[config.mk]
export PLATFORM = sky130hd
export DESIGN_NAME = alm_l4_matcher
export DESIGN_NICKNAME = d
export VERILOG_FILES = /design/src/shared/alm_pkg.sv /design/src/rtl/alm_l4_matcher.sv
export SDC_FILE = /design/constraint.sdc
export NUM_CORES = 1
export LEC_CHECK = 0
export BUFFER_PORTS_ARGS = -buffer_cell sky130_fd_sc_hd__buf_4
export CAP_MARGIN = 10
export CELL_PAD_IN_SITES_DETAIL_PLACEMENT = 0
export CELL_PAD_IN_SITES_GLOBAL_PLACEMENT = 1
export CORE_MARGIN = 4
export CORE_UTILIZATION = 50
export CTS_BUF_LIST = sky130_fd_sc_hd__clkbuf_2
export DETAILED_ROUTE_END_ITERATION = 12
export GPL_TIMING_DRIVEN = 0
export PLACE_DENSITY = 0.94
export SYNTH_ARGS = -nofsm -noshare
export SYNTH_HDL_FRONTEND = slang
export SYNTH_SLANG_ARGS = --single-unit
[constraint.sdc]
create_clock -name clk -period 3.7 [get_ports clk]
set_input_delay 0.925 -clock clk [delete_from_list [all_inputs] [get_ports clk]]
set_output_delay 0.925 -clock clk [all_outputs]
set_load 0.1 [all_outputs]
[src/shared/alm_pkg.sv]
// Package with the register map, fields and types of the layer-4 matcher.
package alm_pkg;

	// ****************************************
	// Register map
	// ****************************************
	localparam int ALM_AW = 8;
	localparam int ALM_DW = 32;
	localparam logic [7:0] ALM_REG_CTRL = 8'h00;
	localparam logic [7:0] ALM_REG_ICMP = 8'h04;
	localparam logic [7:0] ALM_REG_SPORT = 8'h08;
	localparam logic [7:0] ALM_REG_DPORT = 8'h0c;
	localparam logic [7:0] ALM_REG_FLAGS = 8'h10;
	localparam logic [7:0] ALM_REG_HITCNT = 8'h14;
	localparam logic [7:0] ALM_REG_FRMCNT = 8'h18;
	localparam logic [7:0] ALM_REG_LAST = 8'h1c;

	// ****************************************
	// Field layouts and reset values
	// ****************************************
	localparam int ALM_CTRL_W = 8;
	localparam int ALM_CTRL_PROTO = 0;
	localparam int ALM_CTRL_TSPEC = 2;
	localparam int ALM_CTRL_CSPEC = 3;
	localparam int ALM_CTRL_SMODE = 4;
	localparam int ALM_CTRL_DMODE = 6;
	localparam logic [7:0] ALM_CTRL_RST = 8'h00;
	localparam int ALM_ICMP_TYPE = 0;
	localparam int ALM_ICMP_CODE = 8;
	localparam logic [15:0] ALM_ICMP_RST = 16'h0000;
	localparam int ALM_PORT_LO = 0;
	localparam int ALM_PORT_HI = 16;
	localparam logic [31:0] ALM_PORT_RST = 32'hffff0000;
	localparam int ALM_NFLAGS = 6;
	localparam logic [11:0] ALM_FLAGS_RST = 12'haaa;
	localparam logic [7:0] ALM_IPPROTO_ICMP = 8'h01;
	localparam logic [7:0] ALM_IPPROTO_TCP = 8'h06;
	localparam logic [7:0] ALM_IPPROTO_UDP = 8'h11;
	localparam int ALM_LATENCY = 2;

	// Positions of the per-criterion verdicts in the stage-one vector.
	localparam int ALM_OK_PROTO = 0;
	localparam int ALM_OK_TYPE = 1;
	localparam int ALM_OK_CODE = 2;
	localparam int ALM_OK_SRC = 3;
	localparam int ALM_OK_DST = 4;
	localparam int ALM_OK_FLAG = 5;
	localparam int ALM_OK_W = 11;

	// ****************************************
	// Types
	// ****************************************
	typedef enum logic [1:0] {
		ALM_PROTO_ANY = 2'b00,
		ALM_PROTO_ICMP = 2'b01,
		ALM_PROTO_TCP = 2'b10,
		ALM_PROTO_UDP = 2'b11
	} alm_proto_e;

	typedef enum logic [1:0] {
		ALM_PORT_ANY = 2'b00,
		ALM_PORT_SPEC = 2'b01,
		ALM_PORT_RANGE = 2'b10,
		ALM_PORT_RSVD = 2'b11
	} alm_pmode_e;

	typedef enum logic [1:0] {
		ALM_FLAG_ZERO = 2'b00,
		ALM_FLAG_ONE = 2'b01,
		ALM_FLAG_ANY = 2'b10,
		ALM_FLAG_ANY2 = 2'b11
	} alm_fmode_e;

	// Parsed header fields of one frame; flag bit 0 is FIN up to bit 5 URG.
	typedef struct packed {
		logic valid;
		logic [7:0] ipProto;
		logic [7:0] icmpType;
		logic [7:0] icmpCode;
		logic [15:0] srcPort;
		logic [15:0] dstPort;
		logic [5:0] tcpFlags;
	} alm_frame_s;

	typedef struct packed {
		logic valid;
		logic hit;
	} alm_result_s;

endpackage : alm_pkg

[src/rtl/alm_l4_matcher.sv]
// Layer-4 matcher of one access_control_entry: ICMP, ports and TCP flags.
//
// Chosen here: the placing of the registers and the address-and-strobe port.
`timescale 1ns/1ps

// What this block does
// [RULE_01] ICMP type any never blocks a hit.
// [RULE_02] Specific ICMP type must equal configured byte.
// [RULE_03] ICMP code any is ignored.
// [RULE_04] Specific ICMP code compared for equality.
// [RULE_05] Source port any never influences result.
// [RULE_06] Specific source port must equal value.
// [RULE_07] Source port range must contain frame port.
// [RULE_08] Destination port any is don't-care.
// [RULE_09] Specific destination port must equal value.
// [RULE_10] Destination range must contain frame port.
// [RULE_11] FIN criterion: zero, one or any.
// [RULE_12] SYN criterion: zero, one or any.
// [RULE_13] RST criterion: zero, one or any.
// [RULE_14] PSH criterion: zero, one or any.
// [RULE_15] ACK criterion: zero, one or any.
// [RULE_16] URG criterion: zero, one or any.
// [RULE_17] ICMP criteria apply to ICMP entries only.
// [RULE_18] Ports for TCP/UDP entries, flags TCP only.
// [RULE_19] Hit only when all criteria match together.
// [RULE_20] Inclusive ranges, fixed two-cycle result latency.
module alm_l4_matcher
	import alm_pkg::*;
(
	input logic clk,
	input logic nrst,
	input logic [ALM_AW-1:0] regAddr,
	input logic [ALM_DW-1:0] regWdata,
	input logic regWr,
	input logic regRd,
	output logic [ALM_DW-1:0] regRdata,
	input alm_frame_s frame,
	output alm_result_s result
);

	// ****************************************
	// Configuration and status registers
	// ****************************************
	logic [ALM_CTRL_W-1:0] ctrl_q;
	logic [15:0] icmp_q;
	logic [31:0] sport_q;
	logic [31:0] dport_q;
	logic [11:0] flags_q;
	logic [31:0] hitCnt_q;
	logic [31:0] frmCnt_q;
	logic lastHit_q;
	logic seen_q;
	logic [ALM_DW-1:0] rdata_q;

	// Write strobes per register.
	wire wrCtrl = regWr && (regAddr == ALM_REG_CTRL);
	wire wrIcmp = regWr && (regAddr == ALM_REG_ICMP);
	wire wrSport = regWr && (regAddr == ALM_REG_SPORT);
	wire wrDport = regWr && (regAddr == ALM_REG_DPORT);
	wire wrFlags = regWr && (regAddr == ALM_REG_FLAGS);
	wire wrHitCnt = regWr && (regAddr == ALM_REG_HITCNT);
	wire wrFrmCnt = regWr && (regAddr == ALM_REG_FRMCNT);

	// Settings are taken in one cycle; a frame in that cycle still sees the old entry.
	always_ff @(posedge clk or negedge nrst)
	begin
		if (!nrst)
		begin
			ctrl_q <= ALM_CTRL_RST;
			icmp_q <= ALM_ICMP_RST;
			sport_q <= ALM_PORT_RST;
			dport_q <= ALM_PORT_RST;
			flags_q <= ALM_FLAGS_RST;
		end
		else
		begin
			if (wrCtrl)
				ctrl_q <= regWdata[ALM_CTRL_W-1:0];
			if (wrIcmp)
				icmp_q <= regWdata[15:0];
			if (wrSport)
				sport_q <= regWdata;
			if (wrDport)
				dport_q <= regWdata;
			if (wrFlags)
				flags_q <= regWdata[11:0];
		end
	end

	// ****************************************
	// Field decode
	// ****************************************
	wire alm_proto_e entryProto = alm_proto_e'(ctrl_q[ALM_CTRL_PROTO +: 2]);
	wire typeSpec = ctrl_q[ALM_CTRL_TSPEC];
	wire codeSpec = ctrl_q[ALM_CTRL_CSPEC];
	wire alm_pmode_e srcMode = alm_pmode_e'(ctrl_q[ALM_CTRL_SMODE +: 2]);
	wire alm_pmode_e dstMode = alm_pmode_e'(ctrl_q[ALM_CTRL_DMODE +: 2]);
	wire [7:0] cfgType = icmp_q[ALM_ICMP_TYPE +: 8];
	wire [7:0] cfgCode = icmp_q[ALM_ICMP_CODE +: 8];
	wire [15:0] srcLo = sport_q[ALM_PORT_LO +: 16];
	wire [15:0] srcHi = sport_q[ALM_PORT_HI +: 16];
	wire [15:0] dstLo = dport_q[ALM_PORT_LO +: 16];
	wire [15:0] dstHi = dport_q[ALM_PORT_HI +: 16];
	wire entryIcmp = (entryProto == ALM_PROTO_ICMP);
	wire entryTcp = (entryProto == ALM_PROTO_TCP);
	wire entryL4 = entryTcp || (entryProto == ALM_PROTO_UDP);

	// A port verdict; the reserved mode behaves as any.
	function automatic logic portOk(
		input alm_pmode_e mode,
		input logic [15:0] port,
		input logic [15:0] lo,
		input logic [15:0] hi
	);
		logic ok;
		ok = 1'b1;
		case (mode)
			ALM_PORT_SPEC: ok = (port == lo);
			ALM_PORT_RANGE: ok = (port >= lo) && (port <= hi);
			default: ok = 1'b1;
		endcase
		return ok;
	endfunction : portOk

	// ****************************************
	// Stage one: per-criterion verdicts
	// ****************************************
	logic [ALM_OK_W-1:0] ok;
	logic [ALM_OK_W-1:0] okVec_q;
	logic valid1_q;

	// [RULE_17] protocol gating
	// A non-any entry only takes frames of its own IP protocol.
	assign ok[ALM_OK_PROTO] = (entryProto == ALM_PROTO_ANY)
		|| (entryIcmp && frame.ipProto == ALM_IPPROTO_ICMP)
		|| (entryTcp && frame.ipProto == ALM_IPPROTO_TCP)
		|| (entryProto == ALM_PROTO_UDP && frame.ipProto == ALM_IPPROTO_UDP);
	// [RULE_01] type any
	// [RULE_02] type equality
	assign ok[ALM_OK_TYPE] = !entryIcmp || !typeSpec || (frame.icmpType == cfgType);
	// [RULE_03] code any
	// [RULE_04] code equality
	assign ok[ALM_OK_CODE] = !entryIcmp || !codeSpec || (frame.icmpCode == cfgCode);
	// [RULE_05] source any
	// [RULE_06] source exact
	// [RULE_07] source range
	// [RULE_18] ports when L4
	assign ok[ALM_OK_SRC] = !entryL4 || portOk(srcMode, frame.srcPort, srcLo, srcHi);
	// [RULE_08] destination any
	// [RULE_09] destination exact
	// [RULE_10] destination range
	// [RULE_20] inclusive bounds
	assign ok[ALM_OK_DST] = !entryL4 || portOk(dstMode, frame.dstPort, dstLo, dstHi);

	// [RULE_11] FIN three-valued
	// [RULE_12] SYN three-valued
	// [RULE_13] RST three-valued
	// [RULE_14] PSH three-valued
	// [RULE_15] ACK three-valued
	// [RULE_16] URG three-valued
	// [RULE_18] flags TCP only
	// Mode bit 1 set means any; otherwise the frame bit must equal mode bit 0.
	for (genvar i = 0; i < ALM_NFLAGS; i++)
	begin : g_flag
		wire [1:0] fmode = flags_q[2*i +: 2];
		assign ok[ALM_OK_FLAG+i] = !entryTcp || fmode[1] || (frame.tcpFlags[i] == fmode[0]);
	end

	// Stage-one registers break the compare path from the final AND.
	always_ff @(posedge clk or negedge nrst)
	begin
		if (!nrst)
		begin
			valid1_q <= 1'b0;
			okVec_q <= '0;
		end
		else
		begin
			valid1_q <= frame.valid;
			okVec_q <= ok;
		end
	end

	// ****************************************
	// Stage two: combined verdict
	// ****************************************
	// [RULE_19] all criteria together
	wire hitNow = valid1_q && (&okVec_q);
	alm_result_s result_q;

	// [RULE_20] fixed latency
	always_ff @(posedge clk or negedge nrst)
	begin
		if (!nrst)
			result_q <= '0;
		else
		begin
			result_q.valid <= valid1_q;
			result_q.hit <= hitNow;
		end
	end
	assign result = result_q;

	// ****************************************
	// Status counters and read port
	// ****************************************
	// A write clears a counter; an event in the same cycle wins and leaves one.
	always_ff @(posedge clk or negedge nrst)
	begin
		if (!nrst)
		begin
			hitCnt_q <= '0;
			frmCnt_q <= '0;
			lastHit_q <= 1'b0;
			seen_q <= 1'b0;
		end
		else
		begin
			if (wrHitCnt)
				hitCnt_q <= {31'h0, hitNow};
			else if (hitNow)
				hitCnt_q <= hitCnt_q + 32'h1;
			if (wrFrmCnt)
				frmCnt_q <= {31'h0, valid1_q};
			else if (valid1_q)
				frmCnt_q <= frmCnt_q + 32'h1;
			if (valid1_q)
			begin
				lastHit_q <= &okVec_q;
				seen_q <= 1'b1;
			end
		end
	end

	// Read selection; unmapped addresses read as zero.
	wire [ALM_DW-1:0] rdMux =
		(regAddr == ALM_REG_CTRL) ? {24'h0, ctrl_q} :
		(regAddr == ALM_REG_ICMP) ? {16'h0, icmp_q} :
		(regAddr == ALM_REG_SPORT) ? sport_q :
		(regAddr == ALM_REG_DPORT) ? dport_q :
		(regAddr == ALM_REG_FLAGS) ? {20'h0, flags_q} :
		(regAddr == ALM_REG_HITCNT) ? hitCnt_q :
		(regAddr == ALM_REG_FRMCNT) ? frmCnt_q :
		(regAddr == ALM_REG_LAST) ? {30'h0, seen_q, lastHit_q} :
		32'h0;

	// Read data stands only in the cycle after the strobe.
	always_ff @(posedge clk or negedge nrst)
	begin
		if (!nrst)
			rdata_q <= '0;
		else
			rdata_q <= regRd ? rdMux : '0;
	end
	assign regRdata = rdata_q;

	wire icmpFrm = frame.valid && entryIcmp && frame.ipProto == ALM_IPPROTO_ICMP;
	wire l4Frm = frame.valid && entryL4 && ok[ALM_OK_PROTO];

	// [RULE_11] FIN to URG checks
	// [RULE_16] URG included
	for (genvar j = 0; j < ALM_NFLAGS; j++)
	begin : g_flag_chk
		wire [1:0] cm = flags_q[2*j +: 2];

	end
endmodule : alm_l4_matcher

==> flow_metrics.py <==
metrics = {
    "timing": {
        "fin_setup_tns_ns": 0,
        "setup_viol": 0,
        "finalMaxSlewViolations": 0,
        "holdWs_ns": 0.0601,
        "grt_setup_unrepaired": "no",
        "tightest_slew_ns": 0.974,
        "clock.fmax_mhz": 388,
        "min_period_over_period_pct": 69.6,
        "fin_skew_ns": 0.0764,
        "relSlewSlack_pct": 34.7,
        "post-route-min-period_ns": 2.58,
        "finalHoldViolations": 0,
    },
    "cells_and_area": {
        "fillCellCount": 1873,
        "stdcell_area_um2": 13300,
        "regArea_um2": 5350,
        "syn_to_final_growth_pct": 17.0,
        "fin_nets": 1430,
        "multi_input_area_um2": 5560,
        "drive_above_1_share_pct": 28.5,
    },
    "placement": {
        "dpl_cell_area_um2": 12800,
        "io_buffers": 137,
        "dp_hpwl_mm": 25.6,
        "gp_congestion": 0.931,
    },
    "floorplan": {
        "core_um2": 22100,
        "die-width_um": 159,
        "io_pins": 141,
        "die_area_um2": 25200,
        "die_height_um": 159,
        "rows": 54,
        "start_util_pct": 51.5,
    },
    "routing": {
        "drt_iter0_drc": 911,
        "route.top_layer_used": "met4",
        "dr.pass1.iters": 7,
        "remaining_drc_errors": 0,
        "routed-via-count": 9251,
        "antenna_left": 0,
        "wl_met3_mm": 2.65,
        "met1Wirelength_mm": 13.5,
        "via_per_inst": 5.86,
        "met2_length_mm": 15.6,
        "wl_per_cell_um": 20.8,
        "wirelength_mm": 32.8,
    },
    "clock_network": {
        "clk_pin_slew_ns": 0.11,
        "clockBufferDepth": 3,
        "htree_levels": 2,
        "clock_latency_ns": 0.85,
        "cts-buffers-inserted": 56,
        "post_cts_resized": 0,
        "cts_root_buf": "clkbuf_2",
        "cts_hold_buffers": 0,
        "postCtsSetupRepairBufs": 0,
        "cts_tree": "built",
        "clock-sinks": 212,
    },
    "global_routing": {
        "grt_overflow": 0,
        "grt_pass1_vias": 9542,
        "grt_pass1_wl_mm": 51.2,
        "antenna_found_initial": 1,
        "gr-usage-all-layers_pct": 25.6,
        "grt_max_degree": 131,
    },
    "synthesis": {
        "synth_top_area_cell": "dfrtp_1",
        "async_reset_ff_share_pct": 100,
        "synth_edf_count": 0,
        "synth_area_leaders": "dfrtp_1, dfstp_2, mux2_2",
        "synth_top_area_share_pct": 38.3,
        "syn_inst": 1057,
        "yosys_most_used_dff": "dfrtp_1",
        "seq_area_frac_synth_pct": 47.0,
        "synth_cell_types": 58,
        "syn_area_per_cell_um2": 10.8,
        "yosys_warnings": 0,
        "synth.net_count": 1234,
        "netlist_area_um2": 11400,
        "yosys_register_bits": 212,
    },
    "outcome": {
        "status": "finished clean",
    },
    "setup_path": {
        "critPathLaunchType": "flop",
        "cp_max_fo": 10,
        "worstPathRequired_ns": 4.43,
        "worstSetupPathType": "flop to flop",
        "end_kind": "flop",
        "worstPathArrival_ns": 3.31,
    },
    "run": {
        "cap_viol_max_count": 0,
    },
    "power": {
        "powerDensity_nw_per_um2": 386,
        "finalPower_mw": 5.14,
        "leakagePower_nw": 5.91,
        "ir_drop_mv": 0.174,
    },
    "worst_hold_path": {
        "hold_path_class": "input pin to asynchronous set/reset pin",
    },
}
-- power breakdown --
part | leakage [nW] | switching [mW] | internal [mW]
Clock | 0.375 | 0.990 | 0.627
Sequential | 2.66 | 0.229 | 2.51
Combinational | 2.88 | 0.432 | 0.355
Total | 5.91 | 1.65 | 3.49
-- layout by cell type (no fill, tap or decap), drive strengths merged, types with 27 or more instances in the layout --
cell / synthesis / layout
dfrtp: 174 / 174
buf: 15 / 153
clkbuf: 28 / 101
mux2: 100 / 100
nor2: 73 / 73
inv: 71 / 72
ha: 70 / 70
a21oi: 64 / 64
nand2: 59 / 59
xnor2: 44 / 44
dfstp: 38 / 38
nand4: 37 / 37
nand3: 31 / 31
o21ai: 29 / 29
xor2: 27 / 27
-- Yosys cell counts, types with 3 or more instances --
cell type	instances
xor2_1	27
nand3_1	31
a21boi_0	5
mux2i_1	4
nor2b_1	4
dfrtp_1	174
mux2_1	20
or3_1	20
xnor2_1	44
and4_1	10
o211ai_1	8
inv_1	71
nor4_1	11
o2111ai_1	3
o221ai_1	7
a22o_1	3
nand2b_1	5
clkbuf_1	28
nand4_1	35
o21ai_0	28
buf_4	4
a31oi_1	5
nand2_1	59
mux2_2	80
a211oi_1	6
a222oi_1	26
and3_1	16
and2_1	6
a21o_1	5
a22oi_1	15
dfstp_2	38
nor2_1	72
a21oi_1	64
ha_1	70
buf_2	10
o21a_1	5
nor3_1	10
-- cell type report --
class / count / share of cell area, %
repair buffers: 138 / 7.99
diodes: 1 / 0.0188
clock inverters: 29 / 1.13
clock buffers: 73 / 2.75
well taps: 280 / 2.63
multi-input cells: 731 / 41.8
flip-flops and latches: 212 / 40.2
plain buffers: 43 / 1.48
inverters: 71 / 2.00
-- worst paths after layout --
kind | from | end | slack (ns) | cells after the start
min in group clk | frame[62] | valid1_q$_DFF_PN0_ | 0.23 | 1
worst min register to register | lastHit_q$_DFFE_PN0P_ | lastHit_q$_DFFE_PN0P_ | 0.48 | 1
max in group asynchronous | nrst | hitCnt_q[9]$_DFFE_PN0P_ | 2.52 | 2
worst max register to register | valid1_q$_DFF_PN0_ | hitCnt_q[28]$_DFFE_PN0P_ | 1.12 | 7
worst max-delay path | valid1_q$_DFF_PN0_ | hitCnt_q[28]$_DFFE_PN0P_ | 1.12 | 7
worst min-delay path | nrst | okVec_q[9]$_DFF_PN0_ | 0.06 | 1
-- per-stage QoR --
| stage | setup WS (ns) | cells | utilization (%) |
|---|---|---|---|
| floorplan | 1.17 | 1057 | - |
| global placement | 0.256 | 1474 | 57.7 |
| detailed placement | 0.394 | 1475 | 57.9 |
| CTS | 1.18 | 1577 | 60.2 |
| global route | 1.05 | 1578 | 60.2 |
| finish | 1.12 | 1578 | 60.2 |
-- metal layers --
metal  track usage [%]  vias to the layer above
met2              41.6                      380
met1              33.4                     4518
met3              6.32                       67
met4              9.35                        0
li1                  -                     4286
met5                 0                        -
-- flip-flops by register name, indices dropped and copies added (netlist names), 11 cells and up --
name / flops
icmp_q: 16
regRdata: 32
dport_q: 32
sport_q: 32
hitCnt_q: 32
okVec_q: 11
flags_q: 12
frmCnt_q: 32
-- critical path, cell delays in order (launching register included) --
cell and delay (ns):
dfrtp_1 0.48, nand4_1 0.14, nor3_2 0.82, or2_4 0.27
buf_6 0.14, nand4_4 0.15, or3_1 0.34, a21oi_1 0.16
-- logic make-up (layout without fill, tap and decap cells) --
| group | count (synthesis) | after routing | share of synthesized area [%] |
|---|---|---|---|
| adders and majority gates | 70 | 70 | 7.70 |
| other | 0 | 1 | 0 |
| and+or+nand+nor | 295 | 295 | 13.9 |
| AOI/OAI and AO/OA | 189 | 189 | 11.2 |
| DFF | 212 | 212 | 47.0 |
| muxes | 106 | 106 | 10.6 |
| xor gates and xnor gates | 71 | 71 | 5.47 |
| buffers and inverters | 114 | 354 | 4.07 |
Power figures use the tool's default switching activity.
